## config.mk

```make
export PLATFORM = sky130hd
export DESIGN_NAME = adcsq_top
export DESIGN_NICKNAME = d
export VERILOG_FILES = /design/src/pkg/adcsq_pkg.sv /design/src/logic/adcsq_trig_sync.sv /design/src/logic/adcsq_sar.sv /design/src/logic/adcsq_top.sv
export SDC_FILE = /design/constraint.sdc
export NUM_CORES = 1
export LEC_CHECK = 0
export ABC_AREA = 1
export BUFFER_PORTS_ARGS = -buffer_cell sky130_fd_sc_hd__buf_2
export CORE_UTILIZATION = 30
export DETAILED_ROUTE_END_ITERATION = 16
export PLACE_DENSITY = 0.56
export SLEW_MARGIN = 20
export SYNTH_ARGS = -nofsm -noshare
export SYNTH_HDL_FRONTEND = slang
export SYNTH_SLANG_ARGS = --single-unit
```

## constraint.sdc

```tcl
create_clock -name i_sys_clk -period 2.6 [get_ports i_sys_clk]
set_input_delay 0.52 -clock i_sys_clk [delete_from_list [all_inputs] [get_ports i_sys_clk]]
set_output_delay 0.52 -clock i_sys_clk [all_outputs]
set_load 0.03 [all_outputs]
```

## src/pkg/adcsq_pkg.sv

```systemverilog
`default_nettype none
package adcsq_pkg;

  // ==========================================================
  // register offsets on the 8-bit internal bus
  localparam logic [3:0] OFS_RES_LAST = 4'h7;
  localparam logic [3:0] OFS_CSR = 4'h8;
  localparam logic [3:0] OFS_TCR = 4'h9;
  localparam int OFS_IDX_HI = 2;
  localparam int OFS_IDX_LO = 1;
  localparam int OFS_BYTE_LO = 0;

  // ==========================================================
  // field positions and reset values
  localparam int CSR_FLAG = 7;
  localparam int CSR_IE = 6;
  localparam int CSR_START = 5;
  localparam int CSR_SCAN = 4;
  localparam int CSR_CKS = 3;
  localparam int CSR_GRP = 2;
  localparam int TCR_TE = 7;
  localparam int TCR_RSV = 0;
  localparam logic [7:0] CSR_RESET = 8'h00;
  localparam logic [7:0] TCR_RESET = 8'h7f;
  localparam logic [7:0] TCR_ONES = 8'h7e;
  localparam logic [5:0] RES_PAD = 6'h00;

  // ==========================================================
  // successive approximation
  localparam int RES_BITS = 10;
  localparam int RES_LO_W = 2;
  localparam logic [9:0] SAR_MSB = 10'h200;
  localparam logic [3:0] SAR_TOP = 4'h9;
  localparam logic [3:0] STEP_SLOW = 4'h9;
  localparam logic [3:0] STEP_FAST = 4'h5;

  // ==========================================================
  // timing in system-clock states
  localparam logic [7:0] TD_SLOW = 8'h06;
  localparam logic [7:0] TD_FAST = 8'h04;
  localparam logic [7:0] SPL_SLOW = 8'h1f;
  localparam logic [7:0] SPL_FAST = 8'h0f;
  localparam logic [7:0] TOT_SLOW = 8'h83;
  localparam logic [7:0] TOT_FAST = 8'h45;
  localparam logic [7:0] SCAN_SLOW = 8'h80;
  localparam logic [7:0] SCAN_FAST = 8'h42;
  localparam logic [7:0] CONV_SLOW = TOT_SLOW - TD_SLOW - SPL_SLOW;
  localparam logic [7:0] CONV_FAST = TOT_FAST - TD_FAST - SPL_FAST;
  localparam logic [7:0] GAP_SLOW = SCAN_SLOW - SPL_SLOW - CONV_SLOW;
  localparam logic [7:0] GAP_FAST = SCAN_FAST - SPL_FAST - CONV_FAST;

  // ==========================================================
  // types
  typedef enum logic [1:0] {ST_IDLE, ST_DELAY, ST_SAMPLE, ST_CONV} adcsq_state_e;

  typedef struct packed {
    logic [3:0] addr;
    logic rd;
    logic wr;
    logic [7:0] wdata;
  } adcsq_bus_s;

endpackage
`default_nettype wire

```

## src/logic/adcsq_trig_sync.sv

```systemverilog
`timescale 1ns/1ps
`default_nettype none
module adcsq_trig_sync (
  input wire logic i_sys_clk,  // system clock
  input wire logic i_nrst,     // async reset, active low
  input wire logic i_pin,      // raw trigger pin
  output logic o_fall          // one-cycle falling-edge pulse
);

  logic meta_r;
  logic sync_r;
  logic prev_r;

  // ==========================================================
  // two-flop synchroniser, edge taken after it
  always_ff @(posedge i_sys_clk or negedge i_nrst) begin
    if (!i_nrst) begin
      meta_r <= 1'b1;
      sync_r <= 1'b1;
      prev_r <= 1'b1;
      o_fall <= 1'b0;
    end else begin
      meta_r <= i_pin;
      sync_r <= meta_r;
      prev_r <= sync_r;
      o_fall <= prev_r & ~sync_r;
    end
  end

endmodule
`default_nettype wire

```

## src/logic/adcsq_sar.sv

```systemverilog
`timescale 1ns/1ps
`default_nettype none
module adcsq_sar import adcsq_pkg::*; (
  input wire logic i_sys_clk,        // system clock
  input wire logic i_nrst,           // async reset, active low
  input wire logic i_clear,          // synchronous clear
  input wire logic i_load,           // begin a new approximation
  input wire logic [3:0] i_step_len, // states per bit decision
  input wire logic i_cmp,            // 1: input at or above trial
  output logic [9:0] o_code          // trial / final code
);

  logic [3:0] ptr_r;
  logic [3:0] step_r;
  logic busy_r;
  wire step_hit = (step_r == i_step_len - 4'h1);

  // ==========================================================
  // one bit decided per step, msb first
  always_ff @(posedge i_sys_clk or negedge i_nrst) begin
    if (!i_nrst) begin
      o_code <= '0;
      ptr_r <= '0;
      step_r <= '0;
      busy_r <= 1'b0;
    end else if (i_clear) begin
      o_code <= '0;
      ptr_r <= '0;
      step_r <= '0;
      busy_r <= 1'b0;
    end else if (i_load) begin
      o_code <= SAR_MSB;
      ptr_r <= SAR_TOP;
      step_r <= '0;
      busy_r <= 1'b1;
    end else if (busy_r) begin
      if (step_hit) begin
        step_r <= '0;
        o_code[ptr_r] <= i_cmp;
        if (ptr_r != 4'h0) begin
          o_code[ptr_r - 4'h1] <= 1'b1;
        end else begin
          busy_r <= 1'b0;
        end
        ptr_r <= ptr_r - 4'h1;
      end else begin
        step_r <= step_r + 4'h1;
      end
    end
  end
endmodule
`default_nettype wire

```

## src/logic/adcsq_top.sv

```systemverilog
// Overview of operation
// - trigger enable bit 7 gates external and timer starts; 0 ignores them.
// - trigger control register loads 0x7f on reset and standby.
// - trigger control bits 6..1 ignore writes and read as 1.
// - trigger control bit 0 is stored; software must not write 1.
// - reading result upper byte returns it and latches lower byte.
// - reading result lower byte returns the latched byte.
// - 10-bit successive approximation, single and scan modes only.
// - single mode: start bit holds during conversion, cleared at end.
// - single end stores result, sets end flag, clears start, idles.
// - end flag with interrupt enable raises interrupt request.
// - end flag clears by read while set then write of 0.
// - scan starts at group's first channel, next follows at once.
// - scan repeats over selected channels until start is cleared.
// - scan sets end flag after each full cycle and restarts.
// - restart after stopped scan begins at group's first channel.
// - sampling delay is 6..9 states slow, 4..5 states fast.
// - first conversion takes 131..134 or 69..70 states.
// - later scan conversions take 128 or 66 states.
// - external falling edge sets start bit when timer select is clear.
// - result upper 8 bits high byte, low 2 bits at 7..6.
// - group bit picks channels 0-3 or 4-7; low bits pick channel/count.
// - group channels one to four store in registers a to d.
`timescale 1ns/1ps
`default_nettype none
module adcsq_top import adcsq_pkg::*; (
  input wire logic i_sys_clk,        // system clock, 125 MHz
  input wire logic i_nrst,           // async reset, active low
  input wire logic i_standby,        // standby, initialises block
  input wire adcsq_bus_s i_bus,      // cpu byte access
  input wire logic i_ext_trig,       // external trigger pin
  input wire logic i_tmr_match,      // timer compare match pulse
  input wire logic i_tmr_trig_sel,   // timer trigger select
  input wire logic i_cmp,            // analog comparator result
  output logic [7:0] o_rdata,        // read data, one cycle after read
  output logic o_irq,                // end of conversion request
  output logic o_sample,             // sample-and-hold sampling
  output logic [2:0] o_channel,      // analog channel in use
  output logic [9:0] o_dac_code      // trial code to the converter
);

  // ==========================================================
  // state
  adcsq_state_e state_r, state_nxt;
  logic [7:0] cnt_r, cnt_nxt;
  logic [7:0] csr_r;
  logic [7:0] tcr_r;
  logic start_r;
  logic arm_r;
  logic first_r;
  logic [1:0] idx_r;
  logic [7:0] temp_r;
  logic [9:0] res_r [4];
  logic [7:0] elapsed_r;
  logic ext_fall;

  // ==========================================================
  // decode
  wire wr_csr = i_bus.wr && (i_bus.addr == OFS_CSR);
  wire rd_csr = i_bus.rd && (i_bus.addr == OFS_CSR);
  wire wr_tcr = i_bus.wr && (i_bus.addr == OFS_TCR);
  wire rd_tcr = i_bus.rd && (i_bus.addr == OFS_TCR);
  wire rd_res = i_bus.rd && (i_bus.addr <= OFS_RES_LAST);
  wire rd_hi = !i_bus.addr[OFS_BYTE_LO];
  wire [1:0] rd_idx = i_bus.addr[OFS_IDX_HI:OFS_IDX_LO];
  wire [9:0] rd_word = res_r[rd_idx];
  wire [7:0] res_hi = rd_word[RES_BITS-1:RES_LO_W];
  wire [7:0] res_lo = {rd_word[RES_LO_W-1:0], RES_PAD};

  wire ie_bit = csr_r[CSR_IE];
  wire scan_bit = csr_r[CSR_SCAN];
  wire cks_bit = csr_r[CSR_CKS];
  wire grp_bit = csr_r[CSR_GRP];
  wire [1:0] ch_sel = csr_r[OFS_IDX_LO:0];
  wire [7:0] csr_val = {csr_r[CSR_FLAG:CSR_START+1], start_r, csr_r[CSR_SCAN:0]};
  wire [7:0] tcr_val = tcr_r | TCR_ONES;

  wire [7:0] rdata_nxt = rd_csr ? csr_val :
                         rd_tcr ? tcr_val :
                         rd_res ? (rd_hi ? res_hi : temp_r) :
                         8'h00;

  // ==========================================================
  // start sources
  wire trig_pick = i_tmr_trig_sel ? i_tmr_match : ext_fall;
  wire trig_start = tcr_r[TCR_TE] && trig_pick;

  // ==========================================================
  // timing selection
  wire [7:0] td_len = cks_bit ? TD_FAST : TD_SLOW;
  wire [7:0] spl_len = cks_bit ? SPL_FAST : SPL_SLOW;
  wire [7:0] conv_len = cks_bit ? CONV_FAST : CONV_SLOW;
  wire [7:0] gap_len = cks_bit ? GAP_FAST : GAP_SLOW;
  wire [3:0] step_len = cks_bit ? STEP_FAST : STEP_SLOW;
  wire [7:0] exp_len = first_r ? (cks_bit ? TOT_FAST : TOT_SLOW) :
                                 (cks_bit ? SCAN_FAST : SCAN_SLOW);

  wire conv_end = (state_r == ST_CONV) && (cnt_r == 8'h00) && start_r && !i_standby;
  wire scan_last = (idx_r == ch_sel);
  wire flag_set = conv_end && (!scan_bit || scan_last);
  wire sar_load = (state_r == ST_SAMPLE) && (cnt_r == 8'h00) && start_r;
  wire [1:0] res_idx = scan_bit ? idx_r : ch_sel;
  wire [2:0] cur_ch = {grp_bit, res_idx};
  // fast speed decides the last bit on the store edge itself
  wire [9:0] res_final = cks_bit ? {o_dac_code[RES_BITS-1:1], i_cmp} : o_dac_code;

  wire flag_clr = wr_csr && !i_bus.wdata[CSR_FLAG] && arm_r;
  wire flag_nxt = flag_set ? 1'b1 : (flag_clr ? 1'b0 : csr_r[CSR_FLAG]);
  wire ie_nxt = wr_csr ? i_bus.wdata[CSR_IE] : ie_bit;
  wire start_nxt = trig_start ? 1'b1 :
                   wr_csr ? i_bus.wdata[CSR_START] :
                   (conv_end && !scan_bit) ? 1'b0 :
                   start_r;

  // ==========================================================
  // sequencer
  always_comb begin
    state_nxt = state_r;
    cnt_nxt = cnt_r - 8'h01;
    case (state_r)
      ST_IDLE: begin
        cnt_nxt = cnt_r;
        if (start_r) begin
          state_nxt = ST_DELAY;
          cnt_nxt = td_len - 8'h01;
        end
      end
      ST_DELAY: begin
        if (cnt_r == 8'h00) begin
          state_nxt = ST_SAMPLE;
          cnt_nxt = spl_len - 8'h01;
        end
      end
      ST_SAMPLE: begin
        if (cnt_r == 8'h00) begin
          state_nxt = ST_CONV;
          cnt_nxt = conv_len - 8'h01;
        end
      end
      ST_CONV: begin
        if (cnt_r == 8'h00) begin
          state_nxt = scan_bit ? ST_DELAY : ST_IDLE;
          cnt_nxt = gap_len - 8'h01;
        end
      end
      default: begin
        state_nxt = ST_IDLE;
      end
    endcase
    if (!start_r || i_standby) begin
      state_nxt = ST_IDLE;
    end
  end

  always_ff @(posedge i_sys_clk or negedge i_nrst) begin
    if (!i_nrst) begin
      state_r <= ST_IDLE;
      cnt_r <= 8'h00;
      o_sample <= 1'b0;
      o_channel <= 3'h0;
    end else begin
      state_r <= state_nxt;
      cnt_r <= cnt_nxt;
      o_sample <= (state_nxt == ST_SAMPLE);
      o_channel <= cur_ch;
    end
  end

  // scan position, always from the group's first channel on a fresh start
  always_ff @(posedge i_sys_clk or negedge i_nrst) begin
    if (!i_nrst) begin
      idx_r <= 2'h0;
      first_r <= 1'b0;
      elapsed_r <= 8'h00;
    end else begin
      if (state_r == ST_IDLE || i_standby) begin
        idx_r <= 2'h0;
      end else if (conv_end && scan_bit) begin
        idx_r <= scan_last ? 2'h0 : idx_r + 2'h1;
      end
      if (state_r == ST_IDLE) begin
        first_r <= 1'b1;
      end else if (conv_end) begin
        first_r <= 1'b0;
      end
      elapsed_r <= (state_r == ST_IDLE || conv_end) ? 8'h01 : elapsed_r + 8'h01;
    end
  end

  // ==========================================================
  // registers
  always_ff @(posedge i_sys_clk or negedge i_nrst) begin
    if (!i_nrst) begin
      csr_r <= CSR_RESET;
      start_r <= 1'b0;
      tcr_r <= TCR_RESET;
      arm_r <= 1'b0;
      o_irq <= 1'b0;
    end else if (i_standby) begin
      csr_r <= CSR_RESET;
      start_r <= 1'b0;
      tcr_r <= TCR_RESET;
      arm_r <= 1'b0;
      o_irq <= 1'b0;
    end else begin
      if (wr_csr) begin
        csr_r[CSR_SCAN:0] <= i_bus.wdata[CSR_SCAN:0];
      end
      csr_r[CSR_FLAG] <= flag_nxt;
      csr_r[CSR_IE] <= ie_nxt;
      start_r <= start_nxt;
      if (wr_tcr) begin
        tcr_r[TCR_TE] <= i_bus.wdata[TCR_TE];
        tcr_r[TCR_RSV] <= i_bus.wdata[TCR_RSV];
      end
      if (rd_csr && csr_r[CSR_FLAG]) begin
        arm_r <= 1'b1;
      end else if (wr_csr) begin
        arm_r <= 1'b0;
      end
      o_irq <= flag_nxt && ie_nxt;
    end
  end

  // results, read latch and read data
  always_ff @(posedge i_sys_clk or negedge i_nrst) begin
    if (!i_nrst) begin
      for (int i = 0; i < 4; i++) begin
        res_r[i] <= '0;
      end
      temp_r <= 8'h00;
      o_rdata <= 8'h00;
    end else if (i_standby) begin
      for (int i = 0; i < 4; i++) begin
        res_r[i] <= '0;
      end
      temp_r <= 8'h00;
      o_rdata <= 8'h00;
    end else begin
      if (conv_end) begin
        res_r[res_idx] <= res_final;
      end
      if (rd_res && rd_hi) begin
        temp_r <= res_lo;
      end
      o_rdata <= rdata_nxt;
    end
  end

  // ==========================================================
  // submodules
  adcsq_trig_sync u_sync (
    .i_sys_clk(i_sys_clk),
    .i_nrst(i_nrst),
    .i_pin(i_ext_trig),
    .o_fall(ext_fall)
  );

  adcsq_sar u_sar (
    .i_sys_clk(i_sys_clk),
    .i_nrst(i_nrst),
    .i_clear(i_standby),
    .i_load(sar_load),
    .i_step_len(step_len),
    .i_cmp(i_cmp),
    .o_code(o_dac_code)
  );
endmodule
`default_nettype wire

```

Yosys cells after proc, flatten, opt, wreduce, memory -nomap -nowiden. Cells that the tools add are included.

Bitwise operators: 5. Reductions and logical operators: 43. Multiplexer cells: 79. Magnitude comparators: 8. Equal/unequal tests: 9. $add $sub $neg: 9.

Operator list (number): $mux 8 (11); $mux 10 (8); $mux 40 (2); $bwmux 40 (1); $mux 4 (9); $pmux 8 s4 (1); $mux 1 (25); $mux 2 (12); $logic_and 1x1->1 (22); $bmux 10 s2 (1); $demux 10 s2 (1); $mux 5 (3); $bwmux 10 (1); $lt 4x5->1 const B (2); $or 10x10->10 (1); $reduce_bool 2->1 (5); $reduce_bool 3->1 (3); $demux 1 s4 (2); $eq 4x4->1 const B (2); $ge 4x1->1 const B (2); $logic_not 8->1 (1); $pmux 2 s4 (1); $reduce_bool 4->1 (2); $sub 4x1->4 const B (2); 23 further kinds (33).

Output and inout port bits: 23. Register bits: 107. Input port bits: 21. Word-level logic and storage cells: 178.

Depth between registers and ports, before layout.
Word-level depth: 11. Depth in mapped cells: 11. Gate-level depth less buffers: 10.

Modules after synthesis. From an unflattened synthesis, not the netlist that was laid out.

Cells, all modules: 701. Area, all modules: 5449.0 µm².

Modules (own cells, without submodules): adcsq_top (cells an instance 486, area each 3897.5 µm², times used 1); adcsq_sar (cells an instance 209, area each 1437.6 µm², times used 1); adcsq_trig_sync (cells an instance 6, area each 113.9 µm², times used 1).

Least setup slack after synthesis. Ideal clock, no wire load.

Path kind: input-to-reg. From: in i_bus[11] (netlist bit). To: reg csr_r[7]. Data arrival time: 1497 ps. Setup slack: 971 ps. Stages on the path: 9. Data required time: 2468 ps. Setup time: 132 ps. Cell sequence: clkbuf_1 -> inv_2 -> nand3_1 -> nor2_1 -> nand2_1 -> inv_1 -> a21boi_0 -> nor2_1 -> nor2_1.

Longest elaborated chain between the ends: 7.

Ends and longest elaborated chain: from (decl) (RTL line adcsq_top.sv:30) `input wire adcsq_bus_s i_bus,`; $eq 4x4->1 (RTL line adcsq_top.sv:59) `wire wr_csr = i_bus.wr && (i_bus.addr == OFS_CSR);`; $logic_and 1x1->1 (RTL line adcsq_top.sv:59); $logic_and 1x1->1 (2 in series) (RTL line adcsq_top.sv:107) `wire flag_clr = wr_csr && !i_bus.wdata[CSR_FLAG] && arm_r;`; $mux 1 (2 in series) (RTL line adcsq_top.sv:108) `wire flag_nxt = flag_set ? 1'b1 : (flag_clr ? 1'b0 : csr_r[CSR_FLAG]);`; $mux 2 (RTL line adcsq_top.sv:199) `end else if (i_standby) begin`; to (signal, indexed assignment) (RTL line adcsq_top.sv:207) `csr_r[CSR_SCAN:0] <= i_bus.wdata[CSR_SCAN:0];`; to (signal, indexed assignment) (RTL line adcsq_top.sv:209) `csr_r[CSR_FLAG] <= flag_nxt;`; to (signal, indexed assignment) (RTL line adcsq_top.sv:210) `csr_r[CSR_IE] <= ie_nxt;`; to (decl) (RTL line adcsq_top.sv:46) `logic [7:0] csr_r;`.

Every way passes these cells. A chain may end at the register's enable or synchronous reset.

Worst setup path in the final report.
From: reg cnt_r[0]. To: reg u_sar.o_code[6].

Longest elaborated chain between the ends: 5. Elaborated cells between the ends (all ways): 8. Those cells by class: 2 x mux; 6 x reduce/logical.

Ends and longest elaborated chain: from (decl) (RTL line adcsq_top.sv:45) `logic [7:0] cnt_r, cnt_nxt;`; from (signal assigned) (RTL line adcsq_top.sv:163) `cnt_r <= cnt_nxt;`; $logic_not 8->1 (*) (RTL line adcsq_top.sv:101) `wire sar_load = (state_r == ST_SAMPLE) && (cnt_r == 8'h00) && start_r;`; $logic_and 1x1->1 (*) (2 in series) (RTL line adcsq_top.sv:101); $reduce_bool 3->1 (no source line) or $mux 10 (tied branches); $reduce_and 2->1 (no source line) or $mux 10 (tied branches); to (signal, indexed assignment) (RTL line adcsq_sar.sv:39) `o_code[ptr_r] <= i_cmp;`; to (decl) (RTL line adcsq_sar.sv:10) `output logic [9:0] o_code`.

Every way passes the cells marked *; elsewhere a longest branch is shown, timed or not.

==> key figures <==
Outcome
  • Status: finished, final reports clean

Routing
  • Wire length on met2: 6.57 mm
  • Iteration-0 DRC count of the detailed router: 352
  • Metal-1 WL: 6.83 mm
  • Avg WL per Cell: 14.9 um
  • DRC Markers: 0
  • Via count: 4644
  • Top sig layer: met4
  • Pre-antenna DRT Iters: 4
  • Metal3 WL: 638 um
  • Vias per std cell: 4.88
  • Post-Route WL: 14.2 mm
  • Final ANT Viol Nets: 0

Timing
  • Final period util: 0.773
  • Slew Limit Fails: 0
  • Max Clock Freq: 498 MHz
  • Final setup violation count: 0
  • Final WS setup: 591 ps
  • Clock skew: 10.8 ps
  • Setup_tns: 0 ps
  • RSZ-0062 raised after global routing: no
  • Final Hold Viols: 0
  • Slew @ Worst Pin: 686 ps
  • Relative slew slack: 0.538
  • Period minus WS final: 2010 ps

Cells and area
  • Fillers: 1823
  • Area delta synth->final: 15.0%
  • # diodes: 0
  • Share of cells above drive strength 1: 0.118
  • Layout net count: 753
  • Area of the multi-input gates: 2330 um^2
  • Final Instance Count excl. Fillers: 951
  • Register area: 2530 um^2
  • Design area: 6090 um^2

Synth
  • Asr flop ratio synth: 1.00
  • Largest cells by area after synthesis: dfrtp_1 (46%), nand2_1 (10%), o21ai_0 (9.9%)
  • EDFF count, synth: 0
  • Post-synth top area cell: dfrtp_1
  • Syn Std Cell Area: 5300 um^2
  • Main flop type after synthesis: dfrtp_1
  • Cells after Synth: 673
  • Yosys top cell area share: 0.458
  • Yosys reg bits: 101
  • Syn avg cell area: 7.87 um^2
  • Synthesized net count: 705
  • Unique masters post-synth: 33
  • Most frequent cell after synthesis: nand2_1
  • Post-synthesis sequential area ratio: 0.478
  • Synth warn: 0
  • Synth top cells by count: nand2_1 (147), o21ai_0 (105), dfrtp_1 (97)

Clock tree
  • CTS tree: yes
  • H-tree depth: 3
  • Clock Tree Root: clkbuf_16
  • Hold_buf cts: 0
  • Skew-Pair Late Insertion Delay: 350 ps
  • Cts bufs inserted: 9
  • CTS resizes: 0
  • Setup Fix Bufs, Post-CTS: 0
  • Maximum root-to-sink buffer count: 2
  • # clock sinks: 101
  • Clk slew on worst S/H paths: 70 ps

Placement
  • Routability cong.: 0.844
  • DP HPWL: 9.94 mm
  • Number of port buffers: 43
  • Placed cells: 935
  • Place WS: 519 ps
  • Post-place instance area: 5830 um^2

Power
  • Logic gate share of total power: 0.203
  • Design internal power: 2.55 mW
  • Sw frac: 0.333
  • Flop pwr share: 0.462
  • Pwr Density: 627 nW/um^2
  • Peak supply drop: 368 uV
  • Power Total: 3.82 mW
  • Psw: 1.27 mW
  • Leakage: 2.99 nW
  • Clock power share: 0.335

Die
  • Initial Utilization: 0.306
  • DIE AREA: 18200 um^2
  • # IOs: 44
  • Die W: 135 um
  • # rows: 48
  • Core Box Area: 17300 um^2
  • Die Span Y: 135 um

Critical path
  • WP data arrival: 2290 ps
  • Critical path class: reg -> reg
  • Crit path to: u_sar.o_code[6]$_DFFE_PN0P_
  • Reg-to-reg startpoint: cnt_r[0]$_DFFE_PN0P_
  • R2r setup slk: 590 ps
  • Startpoint types: flip-flop
  • Worst Setup SP: cnt_r[0]$_DFFE_PN0P_
  • Worst R2R End: u_sar.o_code[6]$_DFFE_PN0P_
  • CP Data Required Time: 2880 ps
  • Worst setup EP type: flip-flop
  • Worst r2r path cells: 10
  • Critical path fanouts, max: 16

GRT
  • Initial antenna violation count: 0
  • First-pass GRT wire length: 23.2 mm
  • Largest net degree at the start of global routing: 39
  • Total grt overflow: 0
  • Gr usage total: 0.165
  • Vias in the first global route: 4459

Hold path
  • Hold/Removal Path Class: in -> async

Job
  • Max-Cap Viols: 0
## cell families (layout without fill, tap and decap cells)
family,after synthesis,in the layout,synth area share
buffers and inverters,112,165,0.0815
muxes,8,8,0.0151
and+or+nand+nor,276,276,0.235
AOI/OAI and AO/OA,159,159,0.154
DFF,101,101,0.478
adders and majority gates,11,11,0.0260
xor gates and xnor gates,6,6,0.00992
## state kept, by name (all words and copies together) (netlist names), 2 cells and up
register and count:
res_r 40, u_sar.o_code 10, cnt_r 8, o_rdata 8, csr_r 7, u_sar.ptr_r 4, u_sar.step_r 4, o_channel 3
idx_r 2, state_r 2, tcr_r 2, temp_r 2
## worst max-delay path: stages (launching register included)
cell and delay [ps]:
dfrtp_1 360, inv_1 130, ha_1 160, nand3_1 130
nor2_4 190, nand2_2 120, nand3_2 140, nand2_2 250
nor2_4 300, nand2_1 80, nand2_1 70
## cell type report
cell class,count,share of cell area
clock buffers,12,0.0388
clock inverters,4,0.00534
inverters,93,0.0573
multi-input cells,460,0.383
flip-flops and latches,101,0.416
well taps,225,0.0462
repair buffers,56,0.0538
## metrics by stage
stage,util,hold WS (ps)
finish,0.352,128
global route,0.352,156
CTS,0.352,138
detailed placement,0.337,362
global placement,0.337,358
floorplan,-,224
## placed cells by master (no fill, tap or decap)
cell,synthesis,layout
nand2_1,147,147
o21ai_0,105,105
dfrtp_1,97,97
inv_1,90,90
nand3_1,64,64
buf_2,3,42
nor2_1,40,40
a21oi_1,40,40
buf_4,0,13
ha_1,11,11
nand4_1,10,10
clkbuf_16,0,9
mux2i_1,8,8
o21ai_1,5,5
nor2_8,4,4
dfstp_2,4,4
xnor2_1,3,3
nor3_1,3,3
xor2_1,3,3
clkbuf_1,12,3
nor2_4,2,2
inv_2,2,2
o211ai_1,2,2
a21boi_0,2,2
nand2_2,2,2
nand3_2,2,2
o22ai_1,2,2
inv_6,0,2
clkinvlp_4,0,2
clkinv_1,1,1
nor2b_1,1,1
nor2_2,1,1
a22oi_1,1,1
o221ai_1,1,1
a211oi_1,1,1
buf_12,0,1
## worst min-delay path by stage
stage	startpoint	to	slack (ps)	depth (start not counted)
4_1_cts	i_nrst	csr_r[2]$_DFFE_PN0P_	140	1
6_report	i_nrst	csr_r[6]$_DFF_PN0_	130	1
5_1_grt	i_nrst	o_rdata[5]$_DFF_PN0_	160	1
3_3_place_gp	u_sync.sync_r$_DFF_PN1_	u_sync.prev_r$_DFF_PN1_	360	0
2_1_floorplan	i_nrst	arm_r$_DFFE_PN0P_	220	0
3_5_place_dp	u_sync.sync_r$_DFF_PN1_	u_sync.prev_r$_DFF_PN1_	360	0
## power by group through the flow
stage,Clock [mW],Sequential (mW),Combinational (mW)
global placement,0,1.79,0.779
floorplan,0,1.82,0.459
CTS,1.32,1.77,0.782
finish,1.28,1.76,0.778
global route,1.38,1.78,0.873
detailed placement,0,1.79,0.777
## metal layers
layer / vias to the layer above / track usage
met5: - / 0
met4: 0 / 0.0437
met3: 8 / 0.0387
met2: 119 / 0.262
met1: 2223 / 0.225
li1: 2294 / -
Note: power is estimated with default switching activity, not from simulation.
